$ cat config.mk
export PLATFORM = sky130hd
export DESIGN_NAME = serial_baud_rate_generator
export DESIGN_NICKNAME = d
export VERILOG_FILES = /design/src/serial_baud_rate_generator.v /design/src/baud_divider.v
export VERILOG_INCLUDE_DIRS = /design/src
export SDC_FILE = /design/constraint.sdc
export NUM_CORES = 1
export LEC_CHECK = 0
export BUFFER_PORTS_ARGS = -buffer_cell sky130_fd_sc_hd__clkbuf_2
export CAP_MARGIN = 20
export CORE_AREA = 2 2 136 72
export CTS_BUF_LIST = sky130_fd_sc_hd__clkbuf_2 sky130_fd_sc_hd__clkbuf_4 sky130_fd_sc_hd__clkbuf_8
export CTS_CLUSTER_DIAMETER = 100
export DETAILED_ROUTE_END_ITERATION = 8
export DIE_AREA = 0 0 138 74
export PLACE_DENSITY = 0.58
export REMOVE_ABC_BUFFERS = 1
export SLEW_MARGIN = 30
export SYNTH_ARGS = -nofsm -noshare
export SYNTH_HDL_FRONTEND = slang
export SYNTH_SLANG_ARGS = --single-unit
$ cat constraint.sdc
create_clock -name i_clock -period 7.6 [get_ports i_clock]
set_input_delay 0 -clock i_clock [delete_from_list [all_inputs] [get_ports i_clock]]
set_output_delay 0 -clock i_clock [all_outputs]
set_load 0.01 [all_outputs]
$ cat src/baud_gen_defs.vh
`ifndef BAUD_GEN_DEFS_VH
`define BAUD_GEN_DEFS_VH

// Register byte addresses on the byte-addressed bus (byte address = word index * 4).
`define ADDR_DIVISOR_LOW 4'h0
`define ADDR_DIVISOR_HIGH 4'h4
`define ADDR_BAUD_CONTROL 4'h8
`define ADDR_TX_STATUS_CONTROL 4'hC

// Field positions.
`define BIT_WIDE_DIVIDER_ENABLE 3
`define BIT_SYNC_MODE 4
`define BIT_HIGH_SPEED_SELECT 2

// Writable bit masks for the mixed registers.
`define MASK_BAUD_CONTROL 8'h08
`define MASK_TX_STATUS_CONTROL 8'h14

// Reset values.
`define RESET_DIVISOR_LOW 8'h00
`define RESET_DIVISOR_HIGH 8'h00
`define RESET_BAUD_CONTROL 8'h00
`define RESET_TX_STATUS_CONTROL 8'h00

// Prescale counts per divisor step.
`define PRESCALE_SLOW 7'h40
`define PRESCALE_MEDIUM 7'h10
`define PRESCALE_FAST 7'h04

`endif

$ cat src/serial_baud_rate_generator.v
`include "baud_gen_defs.vh"

// How it works
// RL1: With sync, wide enable and high speed clear, one tick comes every 64 times (low byte plus one) clocks.
// RL2: Asynchronous with exactly one of wide enable and high speed set, the period is 16 times (divisor plus one).
// RL3: Synchronous mode ignores high speed and gives 4 times (divisor plus one), 8- or 16-bit per wide enable.
// RL4: The divisor is the high byte in bits 15 to 8 and the low byte in bits 7 to 0.
// RL5: Synchronous mode is bit 4 and high speed is bit 2 of the transmit status and control register.
// RL6: Wide enable is bit 3 of baud control and selects the full 16-bit divisor instead of the low byte.
// RL7: Asynchronous with wide enable and high speed set gives 4 times (divisor plus one), reloaded at terminal count.
module serial_baud_rate_generator (
    input wire i_clock,
    input wire i_srst,
    input wire [3:0] i_avs_address,
    input wire i_avs_read,
    input wire i_avs_write,
    input wire [31:0] i_avs_writedata,
    input wire [3:0] i_avs_byteenable,
    output reg [31:0] o_avs_readdata,
    output reg o_avs_waitrequest,
    output reg o_baud_tick,
    output reg o_sync_mode
);

    // Software-visible register bytes.
    reg [7:0] baud_divisor_low_reg;
    reg [7:0] baud_divisor_high_reg;
    reg [7:0] baud_control_reg;
    reg [7:0] transmit_status_control_reg;

    // Bus handshake state and the combinational values that feed the flip-flops.
    reg ack_reg;
    reg [31:0] read_word_next;
    reg [6:0] prescale_next;
    reg [15:0] baud_divisor_next;

    // Decoded request and write strobes.
    wire request;
    wire commit_write;
    wire write_divisor_low;
    wire write_divisor_high;
    wire write_baud_control;
    wire write_tx_status_control;

    // Mode bits pulled out of the control registers, and the divider's raw tick.
    wire wide_divider_enable;
    wire high_speed_select;
    wire sync_mode;
    wire tick;

    // Merge write data into a byte register under its writable-bit mask, so that
    // read-only bits keep reading zero whatever software writes to them.
    function [7:0] merge_byte;
        input [7:0] old_value;
        input [7:0] new_value;
        input [7:0] mask;
        begin
            merge_byte = (old_value & ~mask) | (new_value & mask);
        end
    endfunction

    // True when the bus address selects the given register offset.
    function address_hit;
        input [3:0] address;
        input [3:0] offset;
        begin
            address_hit = (address == offset);
        end
    endfunction

    // Zero-extend a register byte to the bus word; the upper lanes always read zero.
    function [31:0] lane_word;
        input [7:0] value;
        begin
            lane_word = {24'h000000, value};
        end
    endfunction

    // Mode bits sit at fixed positions in their registers.
    assign wide_divider_enable = baud_control_reg[`BIT_WIDE_DIVIDER_ENABLE]; // RL6
    assign sync_mode = transmit_status_control_reg[`BIT_SYNC_MODE]; // RL5
    assign high_speed_select = transmit_status_control_reg[`BIT_HIGH_SPEED_SELECT]; // RL5

    // A request is new when it is seen outside the acknowledge cycle. A write is
    // committed on the acknowledge edge, the one at which the master samples
    // waitrequest low, so a request that is still pending never changes a register.
    assign request = (i_avs_read || i_avs_write) && !ack_reg;
    assign commit_write = i_avs_write && ack_reg && i_avs_byteenable[0];
    assign write_divisor_low = commit_write && address_hit(i_avs_address, `ADDR_DIVISOR_LOW);
    assign write_divisor_high = commit_write && address_hit(i_avs_address, `ADDR_DIVISOR_HIGH);
    assign write_baud_control = commit_write && address_hit(i_avs_address, `ADDR_BAUD_CONTROL);
    assign write_tx_status_control = commit_write && address_hit(i_avs_address, `ADDR_TX_STATUS_CONTROL);

    // One wait cycle per access: waitrequest drops for the single cycle after the
    // request is seen. The trade is a fixed two-edge access for a fully registered
    // waitrequest with no combinational path from the request inputs.
    always @(posedge i_clock) begin
        if (i_srst) begin
            ack_reg <= 1'b0;
            o_avs_waitrequest <= 1'b1;
        end else begin
            ack_reg <= request;
            o_avs_waitrequest <= !request;
        end
    end

    // Read multiplexer; unmapped offsets read as zero.
    // The address is decoded in full, so byte offsets inside a word also read zero.
    always @* begin
        read_word_next = 32'h00000000;
        case (i_avs_address)
            `ADDR_DIVISOR_LOW: read_word_next = lane_word(baud_divisor_low_reg);
            `ADDR_DIVISOR_HIGH: read_word_next = lane_word(baud_divisor_high_reg);
            `ADDR_BAUD_CONTROL: read_word_next = lane_word(baud_control_reg);
            `ADDR_TX_STATUS_CONTROL: read_word_next = lane_word(transmit_status_control_reg);
            default: read_word_next = 32'h00000000;
        endcase
    end

    // Read data is captured when the request is seen and then stands through the
    // acknowledge cycle and until the next request. A write clears it.
    always @(posedge i_clock) begin
        if (i_srst) begin
            o_avs_readdata <= 32'h00000000;
        end else if (request) begin
            if (i_avs_read) begin
                o_avs_readdata <= read_word_next;
            end else begin
                o_avs_readdata <= 32'h00000000;
            end
        end
    end

    // Divisor low byte: all eight bits are writable.
    // A new value reaches the counter only at its next reload.
    always @(posedge i_clock) begin
        if (i_srst) begin
            baud_divisor_low_reg <= `RESET_DIVISOR_LOW;
        end else if (write_divisor_low) begin
            baud_divisor_low_reg <= i_avs_writedata[7:0]; // RL4
        end
    end

    // Divisor high byte: writable at any time, but only used while wide enable is set.
    // There is no atomic pairing with the low byte, so software writes both before use.
    always @(posedge i_clock) begin
        if (i_srst) begin
            baud_divisor_high_reg <= `RESET_DIVISOR_HIGH;
        end else if (write_divisor_high) begin
            baud_divisor_high_reg <= i_avs_writedata[7:0]; // RL4
        end
    end

    // Baud control: only the wide enable bit is writable; the rest read zero.
    always @(posedge i_clock) begin
        if (i_srst) begin
            baud_control_reg <= `RESET_BAUD_CONTROL;
        end else if (write_baud_control) begin
            baud_control_reg <= merge_byte(baud_control_reg, i_avs_writedata[7:0], `MASK_BAUD_CONTROL); // RL6
        end
    end

    // Transmit status and control: only the synchronous and high speed bits are kept.
    // The transmitter bits of this register live elsewhere and read zero here.
    always @(posedge i_clock) begin
        if (i_srst) begin
            transmit_status_control_reg <= `RESET_TX_STATUS_CONTROL;
        end else if (write_tx_status_control) begin
            transmit_status_control_reg <= merge_byte(transmit_status_control_reg,
                i_avs_writedata[7:0], `MASK_TX_STATUS_CONTROL); // RL5
        end
    end

    // Mode decode picks the prescale ratio. Synchronous mode is tested first because
    // it overrides high speed; the async wide plus high speed case has a row of its own.
    always @* begin
        if (sync_mode) begin
            prescale_next = `PRESCALE_FAST; // RL3
        end else if (wide_divider_enable && high_speed_select) begin
            prescale_next = `PRESCALE_FAST; // RL7
        end else if (wide_divider_enable || high_speed_select) begin
            prescale_next = `PRESCALE_MEDIUM; // RL2
        end else begin
            prescale_next = `PRESCALE_SLOW; // RL1
        end
    end

    // The wide enable decides whether the high byte takes part in the divisor.
    always @* begin
        if (wide_divider_enable) begin
            baud_divisor_next = {baud_divisor_high_reg, baud_divisor_low_reg}; // RL4
        end else begin
            baud_divisor_next = {8'h00, baud_divisor_low_reg}; // RL6
        end
    end

    // The divider runs from reset regardless of mode; a changed divisor waits for the
    // running period to end, while a changed prescale ratio takes effect at once.
    baud_divider #(
        .DIV_WIDTH(16)
    ) baud_divider_i (
        .i_clock(i_clock),
        .i_srst(i_srst),
        .i_prescale(prescale_next),
        .i_divisor(baud_divisor_next),
        .o_tick(tick)
    );

    // Outputs are registered once more so every top port comes from a flip-flop; the
    // tick therefore trails the divider's internal terminal count by one clock.
    always @(posedge i_clock) begin
        if (i_srst) begin
            o_baud_tick <= 1'b0;
            o_sync_mode <= 1'b0;
        end else begin
            o_baud_tick <= tick;
            o_sync_mode <= sync_mode;
        end
    end

endmodule

$ cat src/baud_divider.v
`include "baud_gen_defs.vh"

// Two-stage divider: a prescaler counts the chosen ratio, the divisor
// counter counts divisor+1 prescaler wraps, giving ratio*(divisor+1).
module baud_divider #(
    parameter DIV_WIDTH = 16
) (
    input wire i_clock,
    input wire i_srst,
    input wire [6:0] i_prescale,
    input wire [DIV_WIDTH-1:0] i_divisor,
    output reg o_tick
);

    reg [6:0] pre_reg;
    reg [DIV_WIDTH-1:0] count_reg;
    wire pre_wrap;

    assign pre_wrap = (pre_reg >= i_prescale - 7'h01);

    // The counter reloads from the divisor at terminal count, so a new divisor
    // takes effect at the next period rather than truncating the running one.
    always @(posedge i_clock) begin
        if (i_srst) begin
            pre_reg <= 7'h00;
            count_reg <= {DIV_WIDTH{1'b0}};
            o_tick <= 1'b0;
        end else begin
            o_tick <= 1'b0;
            if (pre_wrap) begin
                pre_reg <= 7'h00;
                if (count_reg == {DIV_WIDTH{1'b0}}) begin
                    count_reg <= i_divisor; // RL7
                    o_tick <= 1'b1;
                end else begin
                    count_reg <= count_reg - {{(DIV_WIDTH-1){1'b0}}, 1'b1};
                end
            end else begin
                pre_reg <= pre_reg + 7'h01;
            end
        end
    end

endmodule

==> results of run 1 <==
==> routing by layer <==
metal / routed length (µm) / track usage, %
met1: 4435 / 25.63
met4: 85 / 4.422
met3: 717 / 5.023
met2: 3011 / 21.78
met5: 0 / 0
==> metrics by stage <==
| step | cells | instance area [µm²] |
|---|---|---|
| final | 485 | 3427 |
| after global routing | 485 | 3427 |
| after CTS | 484 | 3420 |
| after detailed placement | 468 | 3218 |
| after global placement | 468 | 3218 |
| after floorplan | 318 | 2917 |
==> logic make-up (layout without fill, tap and decap cells) <==
family | after synthesis | after routing | synth area share, %
AOI/OAI and AO/OA | 67 | 67 | 17.67
xor gates and xnor gates | 6 | 6 | 1.698
other | 1 | 24 | 0.1212
buffers and inverters | 59 | 65 | 10.84
DFF | 55 | 55 | 35.58
adders and majority gates | 11 | 11 | 4.448
muxes | 27 | 27 | 8.775
and+or+nand+nor | 109 | 109 | 20.87
==> cell usage after synthesis (2+ instances only) <==
cell type / instances
dfxtp_1: 55
nor2_1: 34
mux2i_1: 26
buf_4: 25
inv_1: 19
nor3_1: 17
ha_1: 11
nand3_1: 11
o2bb2ai_1: 10
o32ai_1: 9
nand2_1: 8
a22oi_1: 6
clkbuf_1: 6
a21oi_1: 5
nor2b_1: 5
a31oi_1: 4
buf_2: 4
nand4_1: 4
or4_4: 4
xor2_1: 4
a211oi_1: 3
a32oi_1: 3
and3_1: 3
buf_1: 3
nor4_2: 3
o211a_1: 3
o211ai_1: 3
o21ai_0: 3
a2111oi_2: 2
a32o_1: 2
and4_1: 2
buf_6: 2
nand2b_1: 2
nor4_1: 2
nor4_4: 2
nor4b_1: 2
o22ai_1: 2
xnor2_1: 2
==> cells in the final DEF, fill, tap and decap left out, types with 3 or more instances in the layout <==
cell	n
a32oi_1	3
and3_1	3
nand3_1	11
a21oi_1	5
nor3_1	17
clkbuf_2	27
nor2b_1	5
o211a_1	3
nor4_2	3
dfxtp_1	55
or4_4	4
clkbuf_8	6
conb_1	24
nor2_1	34
mux2i_1	26
a22oi_1	6
buf_4	3
o211ai_1	3
inv_1	19
xor2_1	4
o2bb2ai_1	10
nand2_1	8
o21ai_0	3
nand4_1	4
ha_1	11
a211oi_1	3
dlygate4sd3_1	8
a31oi_1	4
o32ai_1	9
==> critical path, cell delays in order (launching register included) <==
cell	delay (ps)
dfxtp_1	600
inv_1	90
ha_1	290
nand2b_1	50
ha_1	200
xnor2_1	130
ha_1	320
nand4_1	150
o31a_1	470
nand2_1	540
a2111oi_2	420
==> repair_timing <==
item	4_1_cts	5_1_grt
hold endpoints to repair	19	0
hold buffers	8	0
endpoints found under the setup margin	0	0
==> where the power goes <==
group          switching [mW]  internal (mW)  total (mW)
registers             0.00274          0.291       0.293
logic                  0.0213         0.0107      0.0320
clock network           0.109          0.109       0.218
==> path summary, 6_finish.rpt <==
check / slack (ps) / startpoint / endpoint / depth (start not counted)
worst max-delay path: 4240 / baud_control_reg[3] / baud_divider_i.count_reg[6] / 10
worst min-delay path: 30 / i_avs_write / ack_reg / 3
worst max register to register: 4240 / baud_control_reg[3] / baud_divider_i.count_reg[6] / 10
worst min register to register: 460 / baud_divider_i.o_tick / o_baud_tick / 1
==> layout make-up <==
| class | count | share of cell area [%] |
|---|---|---|
| timing repair buffer | 38 | 6.937 |
| sequential | 55 | 32.13 |
| multi-input combinational | 244 | 50.89 |
| clock buffer | 6 | 2.410 |
| tap | 121 | 4.418 |
| clock inverter | 2 | 1.132 |
| inverter | 19 | 2.081 |
==> results.md, run 1 <==
- Fillers: 953
- Clock Sinks: 55
- Primary FF master, synth: dfxtp_1
- Final setup fails: 0
- Fin crit share: 44.20%
- EDFF count, synth: 0
- Pwr Density: 158.6 mW/mm²
- Final core occ: 37.78%
- Crit Path Max Fanout: 13
- Peak supply drop: 0.07327 mV
- Critical path capture point type: register
- MaxCap Viol Count: 0
- Post-Syn Area: 0.003094 mm²
- CTS H-tree lvls: 2
- Final worst slack: 4241 ps
- Status: completed
- WHS: 29.27 ps
- Ranking of synthesized cells by area: dfxtp_1 (36%), mux2i_1 (8.4%), buf_4 (6.1%), ha_1 (4.4%), nor2_1 (4.1%)
- Req. time, crit path: 7840 ps
- Unrepaired setup endpoints after global routing: no
- DR iter-0 viols: 181
- Post-Syn Area per Cell: 9.236 µm²
- DIE AREA: 0.01021 mm²
- Fin. Hold Viols: 0
- Register area: 0.001101 mm²
- Pleak: 1.329 nW
- CTS Buf Count: 5
- Vias per cell: 5.416
- FP Rows: 25
- Port Buffer Count: 27
- Asr flop ratio synth: 0%
- CP Launch Type: register
- Area Overhead vs Synth: 10.76%
- Critical Path AT: 3600 ps
- CTS tree: done
- All-Layer GR Usage: 16.58%
- Initial Utilization: 34.11%
- ANT nets after route: 0
- Largest net degree at the start of global routing: 47
- Worst Clk Skew: 10.72 ps
- Number of global-route vias before repair: 2389
- Slew Limit Fails: 0
- Area leader, netlist: dfxtp_1
- Clock Pin Slew Worst Setup and Hold Paths: 110 ps
- GPL Wtd Cong: 0.9475
- Synth warn: 0
- Crit path time final: 3359 ps
- Max frequency: 297.7 MHz
- Routed vias: 2627
- Multi-input logic area: 0.001744 mm²
- First-pass GRT wire length: 13180 µm
- Core box area: 0.009071 mm²
- Final Net Count: 418
- Grt ovf: 0
- Setup TNS: 0 ps
- Die width: 138 µm
- Worst slack, placed: 3999 ps
- Post-Syn Instances: 335
- DRC violations left: 0
- Total power: 543.5 µW
- Slew @ Worst Pin: 831.3 ps
- Synth cell types: 62
- Kind of critical path: register to register
- Register bit total from synthesis: 55
- Root Buffer: clkbuf_8
- CTS resizes: 0
- Post-CTS setup buffers: 0
- Area share of the leading cell type in the synthesized netlist: 35.58%
- WL/cell: 17.01 µm
- Initial antenna violation count: 0
- Detailed Routing Iterations Pass 1: 5
- Layout cell share with drive strength beyond 1: 15.38%
- Clock Path Buffers: 2
- Largest register FFs: 16
- Ports: 79
- Skew-Pair Late Insertion Delay: 330 ps
- Seq/Total Area, Yosys: 35.58%
- Final WL: 8250 µm
- Die H: 74 µm
- ANT cells: 0
- Slew HR: 44.07%
- DP HPWL: 5908 µm
- Hold Path Class: primary input to register
No activity file was read; power rests on OpenSTA's default activity.
==> run 2, diff against run 1 <==
Clock period 7.6 ns to 3.3 ns, I/O delays scaled along.
==> run 2 against run 1 <==
  * Register-to-register slack got worse by 4000 ps
  * Core utilization is 0.26 points higher
  * Critical endpoint unchanged
  * Via count is 2.3% lower
  * Combinational power rose by 130%
  * Critical path depth is 1 higher
  * Fmax is 9.1% higher
==> results.md, run 2 (synthesis results as in run 1) <==
- Vias per cell: 5.215
- Slew HR: 56.57%
- Worst Hold Launch: i_avs_write
- Max frequency: 324.9 MHz
- Root Buffer: clkbuf_8
- Initial antenna violation count: 0
- Fillers: 933
- Pleak: 1.346 nW
- Post-DP Area: 0.003278 mm²
- DRC violations left: 0
- Kind of critical path: register to register
- Status: completed
- Total power: 1.161 mW
- DP HPWL: 6214 µm
- WL/cell: 16.94 µm
- Routed vias: 2566
- Detailed Routing Iterations Pass 1: 4
- DIE AREA: 0.01021 mm²
- Critical Path AT: 3310 ps
- CP Launch Type: register
- Net Sw Frac: 26.33%
- Worst R2R Start: baud_control_reg[3]
- Critical path capture point type: register
- Reg power frac: 58.2%
- GPL Wtd Cong: 0.8672
- Clock Path Buffers: 2
- P_int: 855.4 µW
- Reported net switching power: 305.8 µW
- Crit path time final: 3078 ps
- Initial Utilization: 34.11%
- Grt ovf: 0
- All-Layer GR Usage: 16.45%
- Req. time, crit path: 3540 ps
- CTS H-tree lvls: 2
- Comb pwr share: 6.4%
- Design area: 0.003451 mm²
- Largest net degree at the start of global routing: 30
- Final Net Count: 425
- Unrepaired setup endpoints after global routing: no
- Most common cell after layout, fill and taps aside: dfxtp_1
- Die H: 74 µm
- Clk network pwr share: 35.4%
- Layout cell share with drive strength beyond 1: 16.98%
- Clock Sinks: 55
- CTS tree: done
- Fin crit share: 93.27%
- DR iter-0 viols: 230
- Hold Path Class: primary input to register
- CP startpoint: baud_control_reg[3]
- Peak supply drop: 0.1582 mV
- Crit Path Max Fanout: 10
- Pwr Density: 336.5 mW/mm²
- Slew Limit Fails: 0
- MaxCap Viol Count: 0
- FP Rows: 25
- Clock Pin Slew Worst Setup and Hold Paths: 110 ps
- First-pass GRT wire length: 13050 µm
- ANT nets after route: 0
- CTS Buf Count: 5
- Commonest non-fill, non-tap cells in the layout: dfxtp_1 (55), nor2_1 (34), clkbuf_2 (27)
- Skew-Pair Late Insertion Delay: 330 ps
- Largest register FFs: 16
- Setup TNS: 0 ps
- Worst Clk Skew: 7.282 ps
- Die width: 138 µm
- Port Buffer Count: 27
- ANT cells: 0
- Post-CTS setup buffers: 0
- Number of global-route vias before repair: 2354
- Final WL: 8334 µm
- Ports: 79
- Area Overhead vs Synth: 11.52%
- Core box area: 0.009071 mm²
- Fin. Hold Viols: 0
- Slew @ Worst Pin: 646.0 ps
- Final setup fails: 0
[run 2: worst max-delay path: stages (launching register included)]
cell and delay (ps):
dfxtp_1 590, inv_1 90, ha_1 300, nand2b_1 60
ha_1 200, xnor2_1 220, ha_1 300, nand4_1 140
o31a_1 460, nand2_1 150, buf_4 200, a2111oi_2 280
[run 2: power by group through the flow]
stage	Clock (mW)	Sequential [mW]	Combinational (mW)
detailed placement	0	0.690	0.0653
CTS	0.427	0.675	0.0728
finish	0.412	0.675	0.0743
global placement	0	0.690	0.0643
floorplan	0	0.689	0.0310
global route	0.444	0.676	0.0825
[run 2: layout make-up]
type                       count  area, µm²  area share (%)
tap                          121      151.4           4.387
clock inverter                 2      16.27          0.4714
sequential                    55       1101           31.91
clock buffer                   6      76.32           2.212
inverter                      19      71.32           2.067
multi-input combinational    244       1744           50.54
timing repair buffer          45      290.3           8.412
[run 2: layer usage]
metal | global-route usage, % | share of wire, % | vias up
met5 | 0 | 0 | -
li1 | - | - | 1267
met1 | 25.04 | 53 | 1199
met4 | 4.082 | 0.70 | 0
met3 | 6.310 | 11 | 4
met2 | 21.18 | 36 | 96
[run 2: per-stage QoR]
step / utilization (%) / cells / hold slack, ps / setup WS [ps]
floorplan: - / 318 / 66.25 / 417.3
global placement: 36.14 / 476 / 254.1 / 362.9
detailed placement: 36.14 / 476 / 262.8 / 312.9
CTS: 38.04 / 492 / 33.11 / 283.2
global route: 38.04 / 492 / 82.37 / 130.7
finish: 38.04 / 492 / 49.67 / 222.0
[run 2: path summary, 6_finish.rpt]
| path | endpoint | slack (ps) | cells past startpoint |
|---|---|---|---|
| setup / recovery | baud_divider_i.count_reg[6] | 220 | 11 |
| hold / removal | ack_reg | 50 | 3 |
| setup reg to reg | baud_divider_i.count_reg[6] | 220 | 11 |
| hold reg to reg | o_baud_tick | 450 | 1 |
[run 2: repair_timing]
action	4_1_cts	5_1_grt
hold buffers	8	0
resized for setup	0	0
hold endpoints to repair	19	0
